==> src/rtl/etcu_pkg.sv <==
/*
 * Shared constants for the event timer and compare unit: register indices, field
 * positions, reset values, counting modes, output actions and the output action helper.
 * Assumes one 125 MHz clock and a 5-bit word address on the register port.
 */
package etcu_pkg;

    // ---------------------------------------------------------------
    // sizes
    // ---------------------------------------------------------------
    localparam int NTMR = 3;
    localparam int CNT_W = 16;
    localparam int ADDR_W = 5;
    localparam int DEAD_W = 8;
    localparam logic [CNT_W-1:0] CNT_MAX = 16'hFFFF;
    localparam logic [CNT_W-1:0] CNT_ONE = 16'h0001;

    // ---------------------------------------------------------------
    // register indices
    // ---------------------------------------------------------------
    localparam logic [ADDR_W-1:0] A_TMR_END = 5'h0C;
    localparam logic [1:0] OFS_CTRL = 2'h0;
    localparam logic [1:0] OFS_CNT = 2'h1;
    localparam logic [1:0] OFS_CMP = 2'h2;
    localparam logic [1:0] OFS_PER = 2'h3;
    localparam logic [ADDR_W-1:0] A_GCTRL = 5'h0C;
    localparam logic [ADDR_W-1:0] A_TOCR = 5'h0D;
    localparam logic [ADDR_W-1:0] A_FCMP0 = 5'h0E;
    localparam logic [ADDR_W-1:0] A_FACT = 5'h11;
    localparam logic [ADDR_W-1:0] A_DBCR = 5'h12;
    localparam logic [ADDR_W-1:0] A_SCMP0 = 5'h13;
    localparam logic [ADDR_W-1:0] A_SACT = 5'h16;
    localparam logic [ADDR_W-1:0] A_ISTAT = 5'h17;
    localparam logic [ADDR_W-1:0] A_IMASK = 5'h18;
    localparam logic [ADDR_W-1:0] A_TSTAT = 5'h19;

    // ---------------------------------------------------------------
    // fields
    // ---------------------------------------------------------------
    localparam int TC_MODE_LSB = 0;
    localparam int TC_PSC_LSB = 3;
    localparam int TC_EXT_BIT = 6;
    localparam int TC_W = 7;
    localparam int GC_CASC_BIT = 3;
    localparam int GC_STB_BIT = 4;
    localparam int GC_CAP_BIT = 5;
    localparam int GC_W = 6;
    localparam int F_UF = 0;
    localparam int F_OF = 1;
    localparam int F_CM = 2;
    localparam int F_PM = 3;
    localparam int NFLAG = 4;

    // ---------------------------------------------------------------
    // counting modes and output actions
    // ---------------------------------------------------------------
    localparam logic [2:0] M_STOP = 3'h0;
    localparam logic [2:0] M_SGL_UP = 3'h1;
    localparam logic [2:0] M_CONT_UP = 3'h2;
    localparam logic [2:0] M_DIR_UD = 3'h3;
    localparam logic [2:0] M_CONT_UD = 3'h4;
    localparam logic [2:0] M_SGL_UD = 3'h5;
    localparam logic [1:0] ACT_LOW = 2'h0;
    localparam logic [1:0] ACT_ALO = 2'h1;
    localparam logic [1:0] ACT_AHI = 2'h2;
    localparam logic [1:0] ACT_HIGH = 2'h3;

    // ---------------------------------------------------------------
    // reset values
    // ---------------------------------------------------------------
    localparam logic [CNT_W-1:0] RST_PER = 16'hFFFF;

    function automatic logic etcu_drive(input logic [1:0] act, input logic lvl);
        case (act)
            ACT_LOW: return 1'b0;
            ACT_ALO: return ~lvl;
            ACT_AHI: return lvl;
            default: return 1'b1;
        endcase
    endfunction

endpackage

==> src/rtl/etcu_cells.sv <==
/*
 * Leaf cells of the event timer and compare unit: one general-purpose timer and
 * one deadband pair generator. Both are instantiated from etcu_top.
 * Assumes all inputs synchronous to clk_i and shadow values held by the parent.
 */
// Added by the designer: the placing of the registers and the plain strobed port.
module etcu_timer import etcu_pkg::*; (
    input wire logic clk_i,
    input wire logic rst_n_i,
    input wire logic run_i,
    input wire logic [2:0] mode_i,
    input wire logic [2:0] psc_i,
    input wire logic ext_sel_i,
    input wire logic casc_sel_i,
    input wire logic carry_i,
    input wire logic ext_clk_i,
    input wire logic dir_i,
    input wire logic cnt_wr_i,
    input wire logic [CNT_W-1:0] cnt_wdata_i,
    input wire logic [CNT_W-1:0] cmp_sh_i,
    input wire logic [CNT_W-1:0] per_sh_i,
    output logic [CNT_W-1:0] cnt_o,
    output logic wrap_o,
    output logic load_o,
    output logic [NFLAG-1:0] flags_o,
    output logic done_o,
    output logic down_o,
    output logic pwm_o
);
    typedef struct packed {
        logic [CNT_W-1:0] cnt;
        logic [CNT_W-1:0] cmp;
        logic [CNT_W-1:0] per;
        logic down;
        logic [6:0] psc;
        logic ext_q;
        logic [NFLAG-1:0] flags;
        logic wrap;
        logic load;
        logic done;
    } etcu_tmr_t;

    etcu_tmr_t q, d;
    logic src, tick, bnd;
    logic [7:0] lim;
    logic [CNT_W-1:0] nxt;

    always_comb begin
        d = q;
        d.flags = '0;
        d.wrap = 1'b0;
        d.done = 1'b0;
        d.ext_q = ext_clk_i;
        tick = 1'b0;
        bnd = 1'b0;
        nxt = q.cnt;
        // source: carry of the lower half, external edge, or every cycle
        src = casc_sel_i ? carry_i : (ext_sel_i ? (ext_clk_i & ~q.ext_q) : 1'b1);
        lim = (8'h01 << psc_i) - 8'h01;
        if (run_i && src) begin
            if ({1'b0, q.psc} >= lim) begin
                d.psc = '0;
                tick = 1'b1;
            end else begin
                d.psc = q.psc + 7'h01;
            end
        end
        if (tick) begin
            case (mode_i)
                M_SGL_UP, M_CONT_UP: begin
                    if (q.cnt == q.per) begin
                        nxt = '0;
                        d.flags[F_PM] = 1'b1;
                        d.wrap = 1'b1;
                        bnd = 1'b1;
                        d.done = (mode_i == M_SGL_UP);
                    end else begin
                        nxt = q.cnt + CNT_ONE;
                    end
                    if (q.cnt == CNT_MAX) begin
                        d.flags[F_OF] = 1'b1;
                        bnd = 1'b1;
                    end
                end
                M_CONT_UD, M_SGL_UD: begin
                    if (!q.down) begin
                        if (q.cnt >= q.per) begin
                            d.down = (q.cnt != '0);
                            nxt = (q.cnt != '0) ? q.cnt - CNT_ONE : q.cnt;
                            d.flags[F_PM] = 1'b1;
                            bnd = 1'b1;
                        end else begin
                            nxt = q.cnt + CNT_ONE;
                        end
                    end else if (q.cnt == '0) begin
                        d.down = 1'b0;
                        d.flags[F_UF] = 1'b1;
                        d.wrap = 1'b1;
                        bnd = 1'b1;
                        d.done = (mode_i == M_SGL_UD);
                        nxt = (mode_i == M_SGL_UD) ? q.cnt : q.cnt + CNT_ONE;
                    end else begin
                        nxt = q.cnt - CNT_ONE;
                    end
                end
                M_DIR_UD: begin
                    d.down = ~dir_i;
                    if (dir_i) begin
                        if (q.cnt == q.per) begin
                            nxt = '0;
                            d.flags[F_PM] = 1'b1;
                            d.wrap = 1'b1;
                            bnd = 1'b1;
                        end else begin
                            nxt = q.cnt + CNT_ONE;
                        end
                        d.flags[F_OF] = (q.cnt == CNT_MAX);
                    end else if (q.cnt == '0) begin
                        nxt = q.per;
                        d.flags[F_UF] = 1'b1;
                        bnd = 1'b1;
                    end else begin
                        nxt = q.cnt - CNT_ONE;
                    end
                end
                default: ;
            endcase
            d.flags[F_CM] = (nxt == q.cmp) && (nxt != q.cnt);
        end
        d.cnt = nxt;
        if (cnt_wr_i) begin
            d.cnt = cnt_wdata_i;
            d.down = 1'b0;
        end
        // shadow copies go live only at a boundary or while stopped, avoiding glitches
        d.load = bnd || !run_i;
        if (d.load) begin
            d.cmp = cmp_sh_i;
            d.per = per_sh_i;
        end
    end

    always_ff @(posedge clk_i) begin
        if (!rst_n_i) begin
            q <= '0;
            q.per <= RST_PER;
        end else begin
            q <= d;
        end
    end

    assign cnt_o = q.cnt;
    assign wrap_o = q.wrap;
    assign load_o = q.load;
    assign flags_o = q.flags;
    assign done_o = q.done;
    assign down_o = q.down;
    assign pwm_o = (q.cnt >= q.cmp);

endmodule // etcu_timer

module etcu_deadband import etcu_pkg::*; (
    input wire logic clk_i,
    input wire logic rst_n_i,
    input wire logic ref_i,
    input wire logic [DEAD_W-1:0] dead_i,
    output logic hi_o,
    output logic lo_o
);
    typedef struct packed {
        logic prev;
        logic [DEAD_W-1:0] cnt;
        logic hi;
        logic lo;
    } etcu_db_t;

    etcu_db_t q, d;

    always_comb begin
        d = q;
        d.prev = ref_i;
        // any edge drops both sides first, so the pair can never overlap
        if (ref_i != q.prev) begin
            d.cnt = dead_i;
            d.hi = 1'b0;
            d.lo = 1'b0;
        end else if (q.cnt != '0) begin
            d.cnt = q.cnt - 8'h01;
        end else begin
            d.hi = q.prev;
            d.lo = ~q.prev;
        end
    end

    always_ff @(posedge clk_i) begin
        if (!rst_n_i) begin
            q <= '0;
        end else begin
            q <= d;
        end
    end

    assign hi_o = q.hi;
    assign lo_o = q.lo;

endmodule // etcu_deadband

==> src/rtl/etcu_top.sv <==
/*
 * Top of the event timer and compare unit: register file, three timers, three full
 * compares with deadband pairs, three simple compares and the interrupt status.
 * Assumes a master that issues one-cycle strobes and synchronous pin inputs.
 */

// How it works
// - 16-bit counters count up or up/down
// - active compare value backed by writable shadow
// - active period value backed by writable shadow
// - internal or external clock through prescaler
// - four maskable flags: underflow, overflow, compare, period
// - timer output polarity selectable low or high
// - direction pin steers directional up/down mode
// - timers two and three cascade to 32 bits
// - timers run independently or start together
// - five modes: two single, three continuous
// - compare register gives events and PWM
// - output control register sets timer outputs
// - timebases routed to compares and capture side
// - three full compares, six deadbanded outputs
// - each full compare output configured alone
// - three simple compares on timer one/two
// - simple outputs: active low/high, forced low/high
module etcu_top import etcu_pkg::*; (
    input wire logic clk_i,
    input wire logic rst_n_i,
    input wire logic [ADDR_W-1:0] addr_i,
    input wire logic [CNT_W-1:0] wdata_i,
    input wire logic we_i,
    input wire logic re_i,
    output logic [CNT_W-1:0] rdata_o,
    input wire logic [NTMR-1:0] tmr_ext_clk_i,
    input wire logic [NTMR-1:0] tmr_dir_i,
    output logic [NTMR-1:0] tmr_cmp_o,
    output logic [2*NTMR-1:0] full_cmp_o,
    output logic [NTMR-1:0] simple_cmp_o,
    output logic [CNT_W-1:0] cap_tb_o,
    output logic irq_o
);
    // ---------------------------------------------------------------
    // state
    // ---------------------------------------------------------------
    typedef struct packed {
        logic [NTMR-1:0][TC_W-1:0] tctrl;
        logic [NTMR-1:0][CNT_W-1:0] cmp_sh;
        logic [NTMR-1:0][CNT_W-1:0] per_sh;
        logic [GC_W-1:0] gctrl;
        logic [2*NTMR-1:0] tocr;
        logic [NTMR-1:0][CNT_W-1:0] fcmp_sh;
        logic [NTMR-1:0][CNT_W-1:0] fcmp_act;
        logic [4*NTMR-1:0] fact;
        logic [DEAD_W-1:0] dead;
        logic [NTMR-1:0][CNT_W-1:0] scmp_sh;
        logic [NTMR-1:0][CNT_W-1:0] scmp_act;
        logic [2*NTMR-1:0] sact;
        logic [NFLAG*NTMR-1:0] istat;
        logic [NFLAG*NTMR-1:0] imask;
        logic [CNT_W-1:0] rdata;
        logic [NTMR-1:0] tmr_out;
        logic [2*NTMR-1:0] full_out;
        logic [NTMR-1:0] simple_out;
        logic [CNT_W-1:0] cap_tb;
    } etcu_top_t;

    etcu_top_t q, d;

    logic [NTMR-1:0][CNT_W-1:0] cnt;
    logic [NTMR-1:0][NFLAG-1:0] flags;
    logic [NTMR-1:0] wrap, load, done, down, pwm, cnt_wr;
    logic [NTMR-1:0] fref, db_hi, db_lo;
    logic tmr_sel;
    logic [1:0] tidx, tofs;
    logic [CNT_W-1:0] stb_cnt;
    logic stb_load;

    // ---------------------------------------------------------------
    // address decode
    // ---------------------------------------------------------------
    assign tmr_sel = (addr_i < A_TMR_END);
    assign tidx = addr_i[3:2];
    assign tofs = addr_i[1:0];

    // ---------------------------------------------------------------
    // timers
    // ---------------------------------------------------------------
    for (genvar g = 0; g < NTMR; g++) begin : g_tmr
        assign cnt_wr[g] = we_i && tmr_sel && (tidx == 2'(g)) && (tofs == OFS_CNT);
        etcu_timer u_tmr (
            .clk_i(clk_i),
            .rst_n_i(rst_n_i),
            .run_i(q.gctrl[g]),
            .mode_i(q.tctrl[g][TC_MODE_LSB +: 3]),
            .psc_i(q.tctrl[g][TC_PSC_LSB +: 3]),
            .ext_sel_i(q.tctrl[g][TC_EXT_BIT]),
            .casc_sel_i((g == NTMR - 1) && q.gctrl[GC_CASC_BIT]),
            .carry_i(wrap[1]),
            .ext_clk_i(tmr_ext_clk_i[g]),
            .dir_i(tmr_dir_i[g]),
            .cnt_wr_i(cnt_wr[g]),
            .cnt_wdata_i(wdata_i),
            .cmp_sh_i(q.cmp_sh[g]),
            .per_sh_i(q.per_sh[g]),
            .cnt_o(cnt[g]),
            .wrap_o(wrap[g]),
            .load_o(load[g]),
            .flags_o(flags[g]),
            .done_o(done[g]),
            .down_o(down[g]),
            .pwm_o(pwm[g])
        );
    end

    // ---------------------------------------------------------------
    // full compares and deadband pairs
    // ---------------------------------------------------------------
    for (genvar k = 0; k < NTMR; k++) begin : g_full
        assign fref[k] = (cnt[0] >= q.fcmp_act[k]);
        etcu_deadband u_db (
            .clk_i(clk_i),
            .rst_n_i(rst_n_i),
            .ref_i(fref[k]),
            .dead_i(q.dead),
            .hi_o(db_hi[k]),
            .lo_o(db_lo[k])
        );
    end

    // ---------------------------------------------------------------
    // simple compare timebase
    // ---------------------------------------------------------------
    assign stb_cnt = q.gctrl[GC_STB_BIT] ? cnt[1] : cnt[0];
    assign stb_load = q.gctrl[GC_STB_BIT] ? load[1] : load[0];

    // ---------------------------------------------------------------
    // next state
    // ---------------------------------------------------------------
    always_comb begin
        d = q;
        d.rdata = '0;
        // registers written by software
        if (we_i) begin
            if (tmr_sel) begin
                case (tofs)
                    OFS_CTRL: d.tctrl[tidx] = wdata_i[TC_W-1:0];
                    OFS_CMP: d.cmp_sh[tidx] = wdata_i;
                    OFS_PER: d.per_sh[tidx] = wdata_i;
                    default: ;
                endcase
            end else begin
                case (addr_i)
                    A_GCTRL: d.gctrl = wdata_i[GC_W-1:0];
                    A_TOCR: d.tocr = wdata_i[2*NTMR-1:0];
                    A_FCMP0, A_FCMP0 + 5'h01, A_FCMP0 + 5'h02: d.fcmp_sh[2'(addr_i - A_FCMP0)] = wdata_i;
                    A_FACT: d.fact = wdata_i[4*NTMR-1:0];
                    A_DBCR: d.dead = wdata_i[DEAD_W-1:0];
                    A_SCMP0, A_SCMP0 + 5'h01, A_SCMP0 + 5'h02: d.scmp_sh[2'(addr_i - A_SCMP0)] = wdata_i;
                    A_SACT: d.sact = wdata_i[2*NTMR-1:0];
                    A_IMASK: d.imask = wdata_i[NFLAG*NTMR-1:0];
                    default: ;
                endcase
            end
        end
        // a single-pass timer drops its own run bit when it ends
        for (int i = 0; i < NTMR; i++) begin
            if (done[i] && !(we_i && addr_i == A_GCTRL)) begin
                d.gctrl[i] = 1'b0;
            end
        end
        // sticky status: new events win over a write-one clear in the same cycle
        if (we_i && addr_i == A_ISTAT) begin
            d.istat = q.istat & ~wdata_i[NFLAG*NTMR-1:0];
        end
        d.istat = d.istat | {flags[2], flags[1], flags[0]};
        // compare values follow their timebase boundaries
        for (int i = 0; i < NTMR; i++) begin
            if (load[0]) begin
                d.fcmp_act[i] = q.fcmp_sh[i];
            end
            if (stb_load) begin
                d.scmp_act[i] = q.scmp_sh[i];
            end
        end
        // outputs are registered so pins change only on clock edges
        for (int i = 0; i < NTMR; i++) begin
            d.tmr_out[i] = etcu_drive(q.tocr[2*i +: 2], pwm[i]);
            d.full_out[2*i] = etcu_drive(q.fact[4*i +: 2], db_hi[i]);
            d.full_out[2*i+1] = etcu_drive(q.fact[4*i+2 +: 2], db_lo[i]);
            d.simple_out[i] = etcu_drive(q.sact[2*i +: 2], stb_cnt >= q.scmp_act[i]);
        end
        // capture side may use timer two or three only
        d.cap_tb = q.gctrl[GC_CAP_BIT] ? cnt[2] : cnt[1];
        // read data, valid the cycle after the strobe
        if (re_i) begin
            if (tmr_sel) begin
                case (tofs)
                    OFS_CTRL: d.rdata = CNT_W'(q.tctrl[tidx]);
                    OFS_CNT: d.rdata = cnt[tidx];
                    OFS_CMP: d.rdata = q.cmp_sh[tidx];
                    default: d.rdata = q.per_sh[tidx];
                endcase
            end else begin
                case (addr_i)
                    A_GCTRL: d.rdata = CNT_W'(q.gctrl);
                    A_TOCR: d.rdata = CNT_W'(q.tocr);
                    A_FCMP0, A_FCMP0 + 5'h01, A_FCMP0 + 5'h02: d.rdata = q.fcmp_sh[2'(addr_i - A_FCMP0)];
                    A_FACT: d.rdata = CNT_W'(q.fact);
                    A_DBCR: d.rdata = CNT_W'(q.dead);
                    A_SCMP0, A_SCMP0 + 5'h01, A_SCMP0 + 5'h02: d.rdata = q.scmp_sh[2'(addr_i - A_SCMP0)];
                    A_SACT: d.rdata = CNT_W'(q.sact);
                    A_ISTAT: d.rdata = CNT_W'(q.istat);
                    A_IMASK: d.rdata = CNT_W'(q.imask);
                    A_TSTAT: d.rdata = CNT_W'({pwm, down});
                    default: d.rdata = '0;
                endcase
            end
        end
    end

    always_ff @(posedge clk_i) begin
        if (!rst_n_i) begin
            q <= '0;
            q.per_sh <= {NTMR{RST_PER}};
        end else begin
            q <= d;
        end
    end

    // ---------------------------------------------------------------
    // outputs
    // ---------------------------------------------------------------
    assign rdata_o = q.rdata;
    assign tmr_cmp_o = q.tmr_out;
    assign full_cmp_o = q.full_out;
    assign simple_cmp_o = q.simple_out;
    assign cap_tb_o = q.cap_tb;
    assign irq_o = |(q.istat & q.imask);

endmodule // etcu_top

==> config.mk <==
export PLATFORM = sky130hd
export DESIGN_NAME = etcu_top
export DESIGN_NICKNAME = d
export VERILOG_FILES = /design/src/rtl/etcu_pkg.sv /design/src/rtl/etcu_cells.sv /design/src/rtl/etcu_top.sv
export SDC_FILE = /design/constraint.sdc
export NUM_CORES = 2
export LEC_CHECK = 0
export BUFFER_PORTS_ARGS = -buffer_cell sky130_fd_sc_hd__buf_2
export CAP_MARGIN = 20
export CORE_ASPECT_RATIO = 2
export CORE_MARGIN = 2
export CORE_UTILIZATION = 53
export DETAILED_ROUTE_END_ITERATION = 10
export GPL_ROUTABILITY_DRIVEN = 1
export PLACE_DENSITY_LB_ADDON = 0.08
export SLEW_MARGIN = 0
export SYNTH_ARGS = -nofsm -noshare
export SYNTH_HDL_FRONTEND = slang
export SYNTH_SLANG_ARGS = --single-unit
==> constraint.sdc <==
create_clock -name clk_i -period 11.9 [get_ports clk_i]
set_input_delay 2.975 -clock clk_i [delete_from_list [all_inputs] [get_ports clk_i]]
set_output_delay 2.975 -clock clk_i [all_outputs]
set_load 0.01 [all_outputs]
# --- Word-level counts from Yosys, hierarchy flattened ---
# Cells that the tools add are included.
word_totals:
  out_inout_bits: 45
  latchBits: 0
  mem_bits_rw: 0
  rom_bits: 0
  ff_bits: 637
  memories: 0
  elab_cells: 497
classes:
  n_eq_ne: 73
  multipliers: 0
  n_addsub: 17
  shift: 3
  order_cmp: 22
  n_mux: 181
  n_bitwise: 30
  div_mod_pow: 0
  reduce_logical: 96
ops:
  columns: ["operator", "n"]
  rows:
  - ["$mux 16", 44]
  - ["$bwmux 48", 4]
  - ["$ge 16x16->1", 12]
  - ["$pmux 16 s3", 4]
  - ["$bmux 16 s2", 5]
  - ["$pmux 16 s10", 1]
  - ["$demux 16 s2", 3]
  - ["$eq 16x16->1", 6]
  - ["$mux 1", 65]
  - ["$pmux 1 s3", 19]
  - ["$eq 5x5->1 const B", 10]
  - ["$add 16x1->16 const B", 3]
  - ["$eq 16x16->1 const B", 3]
  - ["$logic_not 16->1", 3]
  - ["$ne 16x16->1", 3]
  - ["$reduce_bool 16->1", 3]
  - ["$sub 16x1->16 const B", 3]
  - ["$sub 8x1->8 const B", 6]
  - ["$mux 7", 5]
  - ["$reduce_and 3->1", 11]
  - ["$eq 2x2->1 const B", 15]
  - ["$mux 10", 3]
  - ["$reduce_or 2->1", 15]
  - ["$eq 2x1->1 const B", 14]
  - ["other kinds (33)", 162]

# --- Depth between registers and ports, before layout ---
depth:
  ltp_word: 9
  depth_mapped: 17

# --- By module ---
# A second synthesis with hierarchy kept.
unflattened:
  cells_unflattened: 5208
  hier_area_um2: 41996.5
modules_own_cells:
  columns: ["mod", "area_per_inst_um2", "instances", "seq_area_each_um2", "cells_each"]
  rows:
  - ["etcu_top", 21265.4, 1, 8308.0, 2444]
  - ["etcu_timer (g_tmr[0].u_tmr ...)", 6312.3, 2, 1281.2, 842]
  - ["etcu_timer (g_tmr[1].u_tmr)", 6387.4, 1, 1281.2, 876]
  - ["etcu_deadband", 573.0, 3, 220.2, 68]

# --- Worst setup path after synthesis ---
# OpenSTA, ideal clock, no wires.
synth_path:
  path_type: "in2reg"
  from: "input port addr_i[0]"
  to: "register q, in the netlist rdata_o[11]"
  required_time_ns: 11.768
  setup_ns: 0.132
  path_slack_ns: 6.047
  t_arrival_ns: 5.721
  path_stages: 12
  path_cell_list: "clkbuf_1 > clkinv_1 > clkbuf_1 > ha_1 > clkbuf_1 > clkbuf_1 > mux2i_1 > nor2_1 > a21oi_1 > o22ai_1 > a211oi_1 > a21oi_1"
synth_between:
  elab_chain_cells: 5
  word_cells_on_any_way: 29
synth_lines:
  columns: ["element", "line_no", "text"]
  rows:
  - ["start: declaration", "etcu_top.sv:28", "input wire logic [ADDR_W-1:0] addr_i,"]
  - ["$sub 2x2->2 (on tied branches)", "etcu_top.sv:209, etcu_top.sv:206", null]
  - ["$bmux 16 s2 (on tied branches)", "etcu_top.sv:209, etcu_top.sv:206", null]
  - ["$mux 16 (on tied branches)", "etcu_top.sv:209, etcu_top.sv:206", null]
  - ["$pmux 16 s10", "etcu_top.sv:203", "case (addr_i)"]
  - ["$mux 16 *", "etcu_top.sv:195", "if (tmr_sel) begin"]
  - ["end: declaration", "etcu_top.sv:66", "etcu_top_t q, d;"]
# Every way passes the cells marked *; elsewhere a longest branch is shown, timed or not. The select of a mux whose other input is x is not followed.
# A chain may end at the register's enable or synchronous reset.

# --- Worst setup path after layout ---
layout_path:
  from: "register g_tmr[2].u_tmr.q, in the netlist g_tmr[2].u_tmr.cnt_o[0]"
  to: "register g_tmr[2].u_tmr.q, in the netlist g_tmr[2].u_tmr.flags_o[2]"
layout_between:
  elab_chain_cells: 8
  word_cells_on_any_way: 19
layout_lines:
  columns: ["element", "line_no", "text"]
  rows:
  - ["start: declaration", "etcu_cells.sv:43", "etcu_tmr_t q, d;"]
  - ["$sub 16x1->16, or another cell as far along", "etcu_cells.sv:89, etcu_cells.sv:103, etcu_cells.sv:123", null]
  - ["$mux 16 (on tied branches)", "etcu_cells.sv:89, etcu_cells.sv:101", null]
  - ["$mux 16 (on tied branches)", "etcu_cells.sv:87, etcu_cells.sv:95", null]
  - ["$mux 16", "etcu_cells.sv:86", "if (!q.down) begin"]
  - ["$pmux 16 s3", "etcu_cells.sv:69", "case (mode_i)"]
  - ["$mux 16", "etcu_cells.sv:68", "if (tick) begin"]
  - ["$eq 16x16->1 / $ne 16x16->1 (equally long branches)", "etcu_cells.sv:128", "d.flags[F_CM] = (nxt == q.cmp) && (nxt != q.cnt);"]
  - ["$logic_and 1x1->1 *", "etcu_cells.sv:128", null]
# Marks and branches as above.

==> metrics.cfg <==
[setup_path]
cp_max_fo=19
r2r-start=g_tmr[2].u_tmr.cnt_o[0]
critPathLaunchType=register
cp.arrival_ns=6.85
path_depth=13
slowest_stage=dfxtp_1
endpoint_kind=register
path_common_cell=nand4_1
path_class=register to register
cp.required_ns=12.50
crit_chain=inv_1 > ha_1 > nand4_1 > nor3_1 > o21bai_1 > nand4_1 > o21ai_1 > a21oi_1 > a2111oi_0 > mux2i_1 > nand3_1 > or4_1 > a311oi_1
r2r_end=g_tmr[2].u_tmr.flags_o[2]
crit_family=compound AO/OA/AOI/OAI gates
cp_num_buf_inv=1
r2r_setup_slack_ns=5.66
max_stage_delay_ns=0.95
rr_worst_depth=13
endpoint=g_tmr[2].u_tmr.flags_o[2]
critPathLaunch=g_tmr[2].u_tmr.cnt_o[0]

[drt]
first_pass_iters=10
wl_per_cell_um=29.2
wl_mm=179
drtAntennaViolNets=0
drc=0
viasPerCell=6.52
dr_total_vias=40001
drt-initial-drc-count=3674

[synth]
synth_edf_count=0
ys.flop_type=dfxtp_1
synth_area_um2=40500
postSynthAreaPerCell_um2=7.74
synth_warnings=0
ys_types=93
syn_nets=5502
async_reset_ff_share_pct=0
synth_top_area_share_pct=31.5
ys_seq_elements=637
netlist_instances=5237
yosysSeqAreaShare_pct=31.5
yosys.area.top_type=dfxtp_1
synthTopCellsByArea=dfxtp_1 (31%), nand2_1 (8.6%), ha_1 (7.2%)

[cells_and_area]
nets=5331
area_growth_pct=7.42
final_core_util_pct=57.4
drive_gt1_share_pct=7.53
fin_area_um2=43500

[clock_tree]
numCtsBuffers=59
cts.sinks=637
clockRootBuffer=clkbuf_16
post-cts-setup-buffers=0
cts_hold_buffers=0
cts_tree=yes
path_clk_slew_ns=0.08
cts_resized=0
clock_latency_ns=0.69
htree_levels=2
clockBufferDepth=3

[sta]
finalSetupViolCount=0
worst_clock_skew_ns=0.0370
relSlewSlack_pct=19.1
fin_crit_sh_pct=52.5
hold_violations=0
timing.fmax_mhz=160
fin_crit_ns=6.24
tightest_slew_ns=1.21
rsz0062_at_grt=no
fin_hold_ws_ns=0.411
slew_viol_final=0
fin_tns_setup_ns=0

[grt]
grt_pass1_wl_mm=261
first_global_vias=38744
gr-total-overflow=0
grt_max_degree=249
grt_antenna_before_repair=12
gr-usage-all-layers_pct=45.3

[hold_path]
hold_path_class=register to register

[floorplanning]
initial_core_util_pct=53.4
fp.dieH_um=395
std_cell_rows=143
num_io_pins=76
die-area_um2=78800
die_w_um=200
coreArea_um2=75900

[outcome]
status=completed

[power_and_ir_drop]
powerDensity_nw_per_um2=117
p_leak_nw=16.9
irDropWorstVdd_uv=124

[placement]
place_area_um2=41400
dp_hpwl_mm=127
numPortBuffers=75
gp_congestion=1.07

[flow_run]
maxCapViolCount=0

cell families after synthesis:
group / count (synthesis) / synth area share, %
xor gates and xnor gates: 116 / 2.51
muxes: 258 / 6.41
DFF: 637 / 31.5
and+or+nand+nor: 1970 / 22.6
adders and majority gates: 234 / 7.23
buffers and inverters: 691 / 6.94
AOI/OAI and AO/OA: 1331 / 22.9
metal layers:
| layer | vias up | global-route usage [%] | share of wire (%) |
|---|---|---|---|
| met5 | - | 0 | 0.049 |
| met4 | 12 | 41.9 | 11 |
| met3 | 842 | 11.1 | 8.7 |
| met2 | 2187 | 72.7 | 46 |
| met1 | 18973 | 48.2 | 34 |
| li1 | 17987 | - | - |
placed cells by master, fill, tap and decap left out, drive strengths merged, types with 35 or more instances in the layout:
cell / instances
nand2: 927
nand2b: 37
a21boi: 292
buf: 206
nand3: 171
nor2b: 199
o211ai: 111
a211oi: 41
and2: 35
ha: 234
nor3: 85
o21ai: 197
nor4: 36
xor2: 41
inv: 255
nand4: 53
a21o: 88
a21oi: 241
dfxtp: 637
mux2i: 246
xnor2: 75
nor2: 290
clkbuf: 79
final cells by class:
type                       instances  area, um2
clock buffer                      76       1630
fill                            7303      32300
multi-input combinational       3909      25100
inverter                         250        938
antenna                            4       10.0
tap                             1015       1270
sequential                       637      12800
clock inverter                    35        448
timing repair buffer             209       1420
registers in the layout, indices dropped and copies added (netlist names), 2 cells and up:
signal	count
g_tmr.u_tmr.down_o	3
g_full.u_db.hi_o	3
tmr_cmp_o	3
cap_tb_o	16
g_full.u_db.lo_o	3
g_tmr.u_tmr.flags_o	12
q	371
full_cmp_o	6
g_tmr.u_tmr.load_o	2
g_tmr.u_tmr.cnt_o	48
g_full.u_db.q	27
rdata_o	16
g_tmr.u_tmr.done_o	3
g_tmr.u_tmr.q	120
simple_cmp_o	3
metrics by stage:
stage,setup WS (ns),power (mW),cells
detailed placement,5.17,3.05,6011
global placement,5.24,3.04,6010
finish,5.66,5.11,6135
global route,5.58,5.26,6132
floorplan,6.05,2.84,5237
CTS,5.85,5.09,6122
cell usage after synthesis, drive strengths merged (26+ instances only):
master and n:
o22ai 33, a21oi 241, o221ai 26, a211oi 41, a21boi 292, o211ai 111, ha 234, nor3 85
a21o 88, clkbuf 348, and3 34, nor2 290, nor2b 199, nand4 53, xor2 41, a31oi 34
nand3 171, xnor2 75, and2 35, o21ai 197, nand2 927, a221oi 28, mux2i 246, nand2b 37
or3 31, buf 93, inv 248, dfxtp 637, nor4 36
report_power, final:
group          leakage, nW  total (mW)  switching [mW]  internal, mW
Sequential            5.14        2.24          0.0530          2.19
Clock                 1.01        2.08           0.940          1.14
Combinational         10.8       0.791           0.497         0.294
how the worst min path moves through the flow:
stage / startpoint / to / slack (ns) / cells after the start
4_1_cts: g_tmr[2].u_tmr.done_o / q[294] / 0.41 / 1
2_1_floorplan: g_tmr[0].u_tmr.done_o / q[292] / 0.38 / 1
6_report: g_tmr[2].u_tmr.done_o / q[294] / 0.41 / 1
3_5_place_dp: g_tmr[2].u_tmr.done_o / q[294] / 0.40 / 1
3_3_place_gp: g_tmr[2].u_tmr.done_o / q[294] / 0.40 / 1
5_1_grt: g_tmr[2].u_tmr.done_o / q[294] / 0.44 / 1
Power figures use the tool's default switching activity.
